--- src/design/ivl_pkg.sv ---
// Constants and types for the index and vector load decoder
package ivl_pkg;
  // Prefix and width-override bytes
  localparam logic [7:0] PFX_X      = 8'hdd;
  localparam logic [7:0] PFX_Y      = 8'hfd;
  localparam logic [7:0] PFX_EXT    = 8'hed;
  localparam logic [7:0] SFX_S      = 8'h52;
  localparam logic [7:0] SFX_L      = 8'h49;
  localparam logic [7:0] SFX_SIS    = 8'h40;
  localparam logic [7:0] SFX_LIL    = 8'h5b;
  // Extended-page opcodes
  localparam logic [7:0] OP_VEC_FULL = 8'hc7;
  localparam logic [7:0] OP_VEC_LOW  = 8'h47;
  localparam logic [7:0] OP_PTR_X    = 8'h37;
  localparam logic [7:0] OP_PTR_Y    = 8'h31;
  // Index-page opcodes
  localparam logic [7:0] OP_LD_SAME  = 8'h37;
  localparam logic [7:0] OP_LD_OTHER = 8'h31;
  localparam logic [7:0] OP_ST_SAME  = 8'h3f;
  localparam logic [7:0] OP_ST_OTHER = 8'h3e;
  localparam logic [7:0] OP_IMM      = 8'h21;
  localparam logic [7:0] OP_ABS      = 8'h2a;
  localparam logic [7:0] OP_HH       = 8'h64;
  localparam logic [7:0] OP_HL       = 8'h65;
  localparam logic [7:0] OP_LH       = 8'h6c;
  localparam logic [7:0] OP_LL       = 8'h6d;
  localparam logic [7:0] OP_IMM_H    = 8'h26;
  localparam logic [7:0] OP_IMM_L    = 8'h2e;
  localparam logic [7:0] OP_H_A      = 8'h67;
  localparam logic [7:0] OP_H_B      = 8'h60;
  localparam logic [7:0] OP_H_C      = 8'h61;
  localparam logic [7:0] OP_H_D      = 8'h62;
  localparam logic [7:0] OP_H_E      = 8'h63;
  localparam logic [7:0] OP_L_A      = 8'h6f;
  localparam logic [7:0] OP_L_B      = 8'h68;
  localparam logic [7:0] OP_L_C      = 8'h69;
  localparam logic [7:0] OP_L_D      = 8'h6a;
  localparam logic [7:0] OP_L_E      = 8'h6b;
  // Widths and counts
  localparam int         ADDR_W     = 24;
  localparam logic [7:0] ZERO_PAGE  = 8'h00;
  localparam logic [1:0] LAST_SHORT = 2'h1;
  localparam logic [1:0] LAST_LONG  = 2'h2;
  typedef enum logic [2:0] {ST_IDLE, ST_FETCH, ST_IMM, ST_DISP, ST_MEMRD, ST_MEMWR} ivl_state_e;
  typedef enum logic [1:0] {PF_NONE, PF_X, PF_Y, PF_EXT} ivl_pfx_e;
  typedef enum logic [1:0] {DO_IMM, DO_ABS, DO_LOAD, DO_STORE} ivl_op_e;
endpackage

--- src/design/ivl_decoder.sv ---
// Index and vector load decoder with byte-wide memory sequencer
// Summary of operation
// RL1 - ED C7 copies pointer pair into vector
// RL2 - ED 47 copies accumulator to vector low
// RL3 - DD/FD 64,65,6C,6D copy index halves
// RL4 - DD/FD 26/2E load immediate into half
// RL5 - 67,60-63 load high half from A-E
// RL6 - 6F,68-6B load low half from A-E
// RL7 - ED 37/31 load index from pointer pair
// RL8 - 52/49 override data width, cycles follow
// RL9 - DD/FD 37/31 dd load same/other index
// RL10 - Displacement transfers take five to seven cycles
// RL11 - DD/FD 21 load immediate, low byte first
// RL12 - DD/FD 2A load index from absolute address
// RL13 - 5B/40 force long or short address
// RL14 - Mixed widths use base or zero upper
// RL15 - DD/FD 3F/3E dd store same/other index
// RL16 - Displacement sign-extended, wraps at active width
// RL17 - Two or three bytes, low byte first
`timescale 1ns/1ps
module ivl_decoder
  import ivl_pkg::*;
(
  // Clock and reset
  input  wire logic              sys_clk,
  input  wire logic              srst,
  // Instruction control
  input  wire logic              start,
  input  wire logic [ADDR_W-1:0] start_pc,
  input  wire logic              long_address_mode,
  output logic                   busy,
  output logic                   done,
  output logic                   illegal,
  // Core registers read
  input  wire logic [7:0]        acc,
  input  wire logic [7:0]        reg_b,
  input  wire logic [7:0]        reg_c,
  input  wire logic [7:0]        reg_d,
  input  wire logic [7:0]        reg_e,
  input  wire logic [ADDR_W-1:0] pointer_pair,
  input  wire logic [7:0]        upper_address_base,
  // Registers written
  output logic [ADDR_W-1:0]      index_reg_x,
  output logic [ADDR_W-1:0]      index_reg_y,
  output logic [15:0]            int_vector,
  // Memory port
  output logic [ADDR_W-1:0]      mem_addr,
  output logic                   mem_rd,
  output logic                   mem_we,
  output logic [7:0]             mem_wdata,
  input  wire logic [7:0]        mem_rdata,
  input  wire logic [7:0]        mem_rdata_next
);

  ivl_state_e        state;
  ivl_pfx_e          pfx;
  ivl_op_e           op;
  logic              tgt_y;
  logic              base_y;
  logic              dlong;
  logic              ilong;
  logic              sfx_seen;
  logic [1:0]        cnt;
  logic [ADDR_W-1:0] imm;
  logic [ADDR_W-1:0] rbuf;
  logic              last;
  logic              bad;
  logic              hw_en;
  logic              hw_hi;
  logic [7:0]        hw_val;
  logic              fw_en;
  logic              fw_long;
  logic [ADDR_W-1:0] fw_val;
  logic              sel_y;
  logic [ADDR_W-1:0] cur;
  logic [ADDR_W-1:0] src;
  logic [7:0]        b;

  function automatic logic [ADDR_W-1:0] addr_step(input logic [ADDR_W-1:0] a,
                                                  input logic lng);
    return lng ? a + 24'h1 : {a[23:16], a[15:0] + 16'h1};
  endfunction

  function automatic logic [ADDR_W-1:0] mode_addr(input logic [ADDR_W-1:0] a,
                                                  input logic lng, input logic [7:0] hi);
    return lng ? a : {hi, a[15:0]};
  endfunction

  function automatic logic [ADDR_W-1:0] disp_add(input logic [ADDR_W-1:0] base,
                                                 input logic [7:0] d, input logic lng,
                                                 input logic [7:0] hi);
    logic [ADDR_W-1:0] s;
    s = base + {{16{d[7]}}, d};
    return mode_addr(s, lng, hi);
  endfunction

  function automatic logic [ADDR_W-1:0] set_byte(input logic [ADDR_W-1:0] v,
                                                 input logic [1:0] i, input logic [7:0] d);
    logic [ADDR_W-1:0] r;
    r = v;
    case (i)
      2'h0:    r[7:0]   = d;
      2'h1:    r[15:8]  = d;
      default: r[23:16] = d;
    endcase
    return r;
  endfunction

  function automatic logic [7:0] get_byte(input logic [ADDR_W-1:0] v, input logic [1:0] i);
    case (i)
      2'h0:    return v[7:0];
      2'h1:    return v[15:8];
      default: return v[23:16];
    endcase
  endfunction

  function automatic logic [1:0] last_idx(input logic lng);
    return lng ? LAST_LONG : LAST_SHORT;
  endfunction

  assign b      = mem_rdata;
  assign sel_y  = (pfx == PF_Y);
  assign cur    = sel_y ? index_reg_y : index_reg_x;
  assign src    = tgt_y ? index_reg_y : index_reg_x;
  assign busy   = (state != ST_IDLE);
  assign mem_rd = busy && (state != ST_MEMWR);
  assign mem_we = (state == ST_MEMWR);

  // Half-register decode
  always_comb begin
    hw_en  = 1'b0;
    hw_hi  = 1'b0;
    hw_val = 8'h00;
    if (state == ST_FETCH && (pfx == PF_X || pfx == PF_Y)) begin
      hw_en = 1'b1;
      case (b)
        OP_HH:    begin hw_hi = 1'b1; hw_val = cur[15:8]; end // see RL3
        OP_HL:    begin hw_hi = 1'b1; hw_val = cur[7:0]; end
        OP_LH:    hw_val = cur[15:8];
        OP_LL:    hw_val = cur[7:0];
        OP_IMM_H: begin hw_hi = 1'b1; hw_val = mem_rdata_next; end // see RL4
        OP_IMM_L: hw_val = mem_rdata_next;
        OP_H_A:   begin hw_hi = 1'b1; hw_val = acc; end // see RL5
        OP_H_B:   begin hw_hi = 1'b1; hw_val = reg_b; end
        OP_H_C:   begin hw_hi = 1'b1; hw_val = reg_c; end
        OP_H_D:   begin hw_hi = 1'b1; hw_val = reg_d; end
        OP_H_E:   begin hw_hi = 1'b1; hw_val = reg_e; end
        OP_L_A:   hw_val = acc; // see RL6
        OP_L_B:   hw_val = reg_b;
        OP_L_C:   hw_val = reg_c;
        OP_L_D:   hw_val = reg_d;
        OP_L_E:   hw_val = reg_e;
        default:  hw_en = 1'b0;
      endcase
    end
  end

  // Instruction end and illegal decode
  always_comb begin
    last = 1'b0;
    bad  = 1'b0;
    unique case (state)
      ST_FETCH: begin
        unique case (pfx)
          PF_NONE: bad = !((!sfx_seen && (b == SFX_S || b == SFX_SIS || b == SFX_L ||
                                           b == SFX_LIL)) ||
                           b == PFX_X || b == PFX_Y || b == PFX_EXT);
          PF_EXT:  bad = !(b == OP_VEC_FULL || b == OP_VEC_LOW || b == OP_PTR_X ||
                           b == OP_PTR_Y);
          PF_X, PF_Y: bad = !(hw_en || b == OP_LD_SAME || b == OP_LD_OTHER ||
                              b == OP_ST_SAME || b == OP_ST_OTHER || b == OP_IMM ||
                              b == OP_ABS);
        endcase
        last = bad || hw_en || (pfx == PF_EXT && (b == OP_VEC_FULL || b == OP_VEC_LOW));
      end
      ST_IMM:   last = (op == DO_IMM) && (cnt == last_idx(ilong));
      ST_MEMRD, ST_MEMWR: last = (cnt == last_idx(dlong)); // see RL17
      default:  last = 1'b0;
    endcase
  end

  // Whole index register writes
  always_comb begin
    fw_en   = 1'b0;
    fw_long = dlong;
    fw_val  = set_byte(rbuf, cnt, b); // see RL17
    if (state == ST_IMM && last) begin
      fw_en   = 1'b1;
      fw_long = ilong;
      fw_val  = set_byte(imm, cnt, b); // see RL11
    end else if (state == ST_MEMRD && last && (op == DO_LOAD || op == DO_ABS)) begin // see RL12
      fw_en = 1'b1;
    end
  end

  // Completion strobes
  always_ff @(posedge sys_clk) begin
    if (srst) begin
      done    <= 1'b0;
      illegal <= 1'b0;
    end else begin
      done    <= last;
      illegal <= bad;
    end
  end

  // Vector register
  always_ff @(posedge sys_clk) begin
    if (srst) begin
      int_vector <= 16'h0000;
    end else if (state == ST_FETCH && pfx == PF_EXT) begin
      if (b == OP_VEC_FULL) int_vector <= pointer_pair[15:0]; // see RL1
      if (b == OP_VEC_LOW) int_vector[7:0] <= acc; // see RL2
    end
  end

  // Index registers
  always_ff @(posedge sys_clk) begin
    if (srst) begin
      index_reg_x <= 24'h000000;
      index_reg_y <= 24'h000000;
    end else if (hw_en) begin
      if (sel_y && hw_hi) index_reg_y[15:8] <= hw_val;
      if (sel_y && !hw_hi) index_reg_y[7:0] <= hw_val;
      if (!sel_y && hw_hi) index_reg_x[15:8] <= hw_val;
      if (!sel_y && !hw_hi) index_reg_x[7:0] <= hw_val;
    end else if (fw_en) begin
      if (tgt_y) index_reg_y <= fw_long ? fw_val : {index_reg_y[23:16], fw_val[15:0]};
      else index_reg_x <= fw_long ? fw_val : {index_reg_x[23:16], fw_val[15:0]};
    end
  end

  // Sequencer and memory port
  always_ff @(posedge sys_clk) begin
    if (srst) begin
      state     <= ST_IDLE;
      pfx       <= PF_NONE;
      op        <= DO_IMM;
      tgt_y     <= 1'b0;
      base_y    <= 1'b0;
      dlong     <= 1'b0;
      ilong     <= 1'b0;
      sfx_seen  <= 1'b0;
      cnt       <= 2'h0;
      imm       <= 24'h000000;
      rbuf      <= 24'h000000;
      mem_addr  <= 24'h000000;
      mem_wdata <= 8'h00;
    end else if (last) begin
      state <= ST_IDLE;
    end else begin
      unique case (state)
        ST_IDLE: if (start) begin
          state    <= ST_FETCH;
          mem_addr <= start_pc;
          pfx      <= PF_NONE;
          sfx_seen <= 1'b0;
          dlong    <= long_address_mode;
          ilong    <= long_address_mode;
          cnt      <= 2'h0;
          imm      <= 24'h000000;
          rbuf     <= 24'h000000;
        end
        ST_FETCH: begin
          mem_addr <= addr_step(mem_addr, long_address_mode);
          unique case (pfx)
            PF_NONE: begin
              sfx_seen <= 1'b1;
              if (b == SFX_S || b == SFX_SIS) begin // see RL8
                dlong <= 1'b0;
                ilong <= 1'b0; // see RL13
              end
              if (b == SFX_L || b == SFX_LIL) begin // see RL8
                dlong <= 1'b1;
                ilong <= 1'b1; // see RL13
              end
              if (b == PFX_X) pfx <= PF_X;
              if (b == PFX_Y) pfx <= PF_Y;
              if (b == PFX_EXT) pfx <= PF_EXT;
            end
            PF_EXT: begin
              op       <= DO_LOAD;
              tgt_y    <= (b == OP_PTR_Y);
              state    <= ST_MEMRD;
              mem_addr <= mode_addr(pointer_pair, dlong, upper_address_base); // see RL7
            end
            default: begin
              base_y <= sel_y; // see RL9
              tgt_y  <= sel_y ^ (b == OP_LD_OTHER || b == OP_ST_OTHER); // see RL9, RL15
              if (b == OP_IMM || b == OP_ABS) state <= ST_IMM;
              else state <= ST_DISP;
              if (b == OP_IMM) op <= DO_IMM;
              else if (b == OP_ABS) op <= DO_ABS; // see RL12
              else if (b == OP_ST_SAME || b == OP_ST_OTHER) op <= DO_STORE;
              else op <= DO_LOAD;
            end
          endcase
        end
        ST_IMM: begin
          imm      <= set_byte(imm, cnt, b);
          cnt      <= cnt + 2'h1;
          mem_addr <= addr_step(mem_addr, long_address_mode);
          if (cnt == last_idx(ilong)) begin
            state <= ST_MEMRD;
            cnt   <= 2'h0;
            if (!ilong && dlong) mem_addr <= {ZERO_PAGE, b, imm[7:0]}; // see RL14
            else mem_addr <= mode_addr(set_byte(imm, cnt, b), ilong && dlong,
                                       upper_address_base); // see RL12, RL14
          end
        end
        ST_DISP: begin
          cnt      <= 2'h0;
          mem_addr <= disp_add(base_y ? index_reg_y : index_reg_x, b, dlong,
                               upper_address_base); // see RL16
          if (op == DO_STORE) begin
            state     <= ST_MEMWR; // see RL15
            mem_wdata <= src[7:0];
          end else begin
            state <= ST_MEMRD; // see RL10
          end
        end
        ST_MEMRD: begin
          rbuf     <= set_byte(rbuf, cnt, b);
          cnt      <= cnt + 2'h1;
          mem_addr <= addr_step(mem_addr, dlong);
        end
        ST_MEMWR: begin
          cnt       <= cnt + 2'h1;
          mem_addr  <= addr_step(mem_addr, dlong);
          mem_wdata <= get_byte(src, cnt + 2'h1); // see RL17
        end
      endcase
    end
  end
endmodule // ivl_decoder

--- config.mk ---
export PLATFORM = sky130hd
export DESIGN_NAME = ivl_decoder
export DESIGN_NICKNAME = d
export VERILOG_FILES = /design/src/design/ivl_pkg.sv /design/src/design/ivl_decoder.sv
export SDC_FILE = /design/constraint.sdc
export NUM_CORES = 1
export LEC_CHECK = 0
export ABC_AREA = 1
export BUFFER_PORTS_ARGS = -buffer_cell sky130_fd_sc_hd__buf_2
export CORE_ASPECT_RATIO = 2
export CORE_MARGIN = 2
export CORE_UTILIZATION = 27
export DETAILED_ROUTE_END_ITERATION = 6
export GPL_TIMING_DRIVEN = 0
export SLEW_MARGIN = 10
export SYNTH_ARGS = -nofsm -noshare
export SYNTH_HDL_FRONTEND = slang
export SYNTH_SLANG_ARGS = --single-unit
--- constraint.sdc ---
create_clock -name sys_clk -period 2.51 [get_ports sys_clk]
set_input_delay 0.3765 -clock sys_clk [delete_from_list [all_inputs] [get_ports sys_clk]]
set_output_delay 0.3765 -clock sys_clk [all_outputs]
set_load 0.1 [all_outputs]
==> reports/qor.yml <==
critical_path:
  worstReg2RegStart: "base_y"
  worstPathRequired_ps: 2830
  endpoint_kind: "register"
  worstSetupPathType: "register to register"
  cp-start-kind: "register"
  crit_chain: "clkbuf_16, clkbuf_16, nand2_4, o21ai_4, ha_4, fa_2, nand2_2, nand2_2, o21ai_4, o21bai_1, buf_4, nand2_4, nand2_4, nor2_2, nor2_1, nand2_1, nand3_2, nand3_2, a21oi_2"
  rrSetupSlack_ps: -90
  crit_path_frequent_cell: "nand2_4"
  r2r_cells: 19
  reg2reg_to: "mem_addr[12]"
  path_max_fanout: 5
  cpMaxStageDelayCell: "fa_2"
  worst-path-buf-inv: 3
  arrival_ps: 2920
  critPathTopFamily: "simple AND/OR/NAND/NOR gates"
  worst_path_largest_cell_delay_ps: 370
sta:
  rsz0062_at_grt: "yes"
  min_period_over_period: 1.04
  layout_min_cycle_time_ps: 2600
  skew_ps: 12.6
  relSlewSlack: 0.306
  tightest_slew_ps: 1040
  fmax_mhz: 385
  setup_violations: 12
  finalMaxSlewViolations: 0
  hold_viol: 0
  setup_ws_ps: -89.8
finish:
  layout_common_cells: "nand2_1, nor2_1, buf_2"
  final_core_utilization: 0.364
  nFillCells: 5027
  ff_latch_area_um2: 3240
  multi_input_area_um2: 9170
  final_common_cell: "nand2_1"
  instances_no_fill: 3018
  drive_above_1_share: 0.273
  syn2layout_area_growth_pct: 34.1
  final_nets: 2590
  antenna-diode-count: 0
  design_area_um2: 16600
place:
  dp_hpwl_mm: 52.3
  dp.cells: 2933
  gp_congestion: 1.01
  port-buffer-count: 214
  placed_area_um2: 14200
  place_ws_ps: -1290
die:
  rows: 111
  ios: 217
  die_h_um: 307
  die_w_um: 155
  initial_utilization: 0.272
  coreArea_um2: 45600
  dieArea_um2: 47700
hold_path:
  hold_class: "input pin to register"
  holdPathStages: 3
  holdCritStartpoint: "start_pc[6]"
  hold_path_end: "mem_addr[6]"
yosys:
  yosys_warnings: 0
  synth-seq-cells: 159
  syn_area_um2: 12400
  yosysTopAreaCell: "dfxtp_1"
  postSynthCellCount: 2154
  syn-num-nets: 2304
  ys_seq_area_frac: 0.257
  ys_top_cells_by_area: "dfxtp_1, nand2_1, nor2_1, o21ai_0, inv_1"
  synth_top_area_frac: 0.257
  synthDistinctLibCells: 53
  postSynthAreaPerCell_um2: 5.75
global_routing:
  grt_pass1_vias: 14900
  grt_overflow: 0
  antenna_found_initial: 0
  grt_first_pass_wirelength_mm: 94.1
  grt_usage: 0.267
  grt_max_degree: 18
power_and_ir_drop:
  p_per_area_nw_per_um2: 994
  p_leak_nw: 7.62
  peakVddDrop_v: 0.000753
routing:
  avgRoutedWirePerCell_um: 21.8
  via_per_inst: 5.33
  firstDrtPassIters: 5
  drc_errors: 0
  vias: 16100
  wl_mm: 65.7
  drt_iter0_drc: 1340
  detail-route-antenna-nets: 0
clock_tree:
  clk_latency_ps: 480
  h-tree-depth: 4
  clk_path_buf_depth: 2
  cts_buffers: 17
  cts.sinks: 159
  cts_tree: "built"
  cts_root_buf: "clkbuf_16"
  path_clk_slew_ps: 70
run_status:
  violations: "negative setup slack"
  outcome: "finished, violations left"
flow_run:
  cap_violations: 0
power breakdown:
part	switching, mW	total (mW)	internal [mW]	leakage (nW)
Combinational	7.14	9.83	2.69	6.01
Clock	1.34	2.87	1.53	0.297
Sequential	0.632	3.81	3.18	1.32
final cells by class:
type,count,area share
Multi-Input combinational cell,1691,0.552
Clock buffer,18,0.0265
Inverter,216,0.0496
Buffer,87,0.0316
Sequential cell,159,0.195
Tap cell,565,0.0426
Timing Repair Buffer,268,0.0919
Clock inverter,14,0.0102
worst register-to-register path, stage by stage, from the launching register on:
cell and delay, ps:
dfxtp_4 360, clkbuf_16 160, clkbuf_16 160, nand2_4 60, o21ai_4 70, ha_4 190
fa_2 370, nand2_2 90, nand2_2 70, o21ai_4 90, o21bai_1 110, buf_4 160
nand2_4 60, nand2_4 60, nor2_2 70, nor2_1 40, nand2_1 100, nand3_2 80
nand3_2 100, a21oi_2 50
metal layers:
layer / vias up / track usage / wire, um
met2: 822 / 0.434 / 30300
met5: - / 0 / 0
met1: 7480 / 0.320 / 25200
met4: 0 / 0.184 / 5140
li1: 7579 / - / -
met3: 208 / 0.0411 / 5050
flip-flops by register name, indices dropped and copies added (netlist names), 3 cells and up:
name	count
imm	24
index_reg_x	24
index_reg_y	24
mem_addr	24
rbuf	24
int_vector	16
mem_wdata	8
state	3
metrics by stage:
step | power [mW] | setup TNS (ps) | hold slack [ps]
CTS | 15.8 | -1190 | 172
floorplan | 10.1 | 0 | 421
global placement | 12.5 | -70780 | 439
global route | 17.4 | -2120 | 187
detailed placement | 12.6 | -72870 | 452
finish | 16.5 | -588 | 172
cell usage after synthesis (all sizes together):
cell / n
o211a: 1
o221ai: 1
and2: 2
clkbuf: 56
or2: 10
nor3b: 1
o21a: 1
a21o: 3
xnor2: 1
buf: 32
nor3: 28
a21boi: 1
nand3: 103
a221oi: 5
ha: 33
nor2b: 1
o21bai: 7
o211ai: 14
o22ai: 1
inv: 213
o2111ai: 2
nand2: 686
a211oi: 19
dfxtp: 159
o31ai: 1
o21ai: 218
a31oi: 27
nor4: 1
nand4: 34
fa: 1
o2bb2ai: 1
a21oi: 139
clkinv: 3
xor2: 8
nand3b: 1
nor2: 332
a22oi: 8
cell families after synthesis:
logic type | after synthesis | synth area share
DFF | 159 | 0.257
adders and majority gates | 34 | 0.0350
and+or+nand+nor | 1199 | 0.404
buffers and inverters | 304 | 0.0993
AOI/OAI and AO/OA | 449 | 0.198
xor gates and xnor gates | 9 | 0.00637
how the worst max path moves through the flow:
stage                          startpoint            to  cells after the start
after floorplan           index_reg_x[22]  mem_addr[23]                     15
after global placement             base_y  mem_addr[16]                     17
after detailed placement           base_y  mem_addr[16]                     17
after CTS                          base_y  mem_addr[12]                     19
after global routing               base_y   mem_addr[4]                     16
final                              base_y  mem_addr[12]                     19
timing repair:
| action | CTS | global route |
|---|---|---|
| pin swaps | 34 | 61 |
| setup buffers | 27 | 24 |
| endpoints found under the setup margin | 158 | 122 |
| hold buffers | 0 | 0 |
| resized for setup | 173 | 205 |
| hold endpoints to repair | 0 | 0 |
| gates cloned | 2 | 1 |
Power figures use the tool's default switching activity.
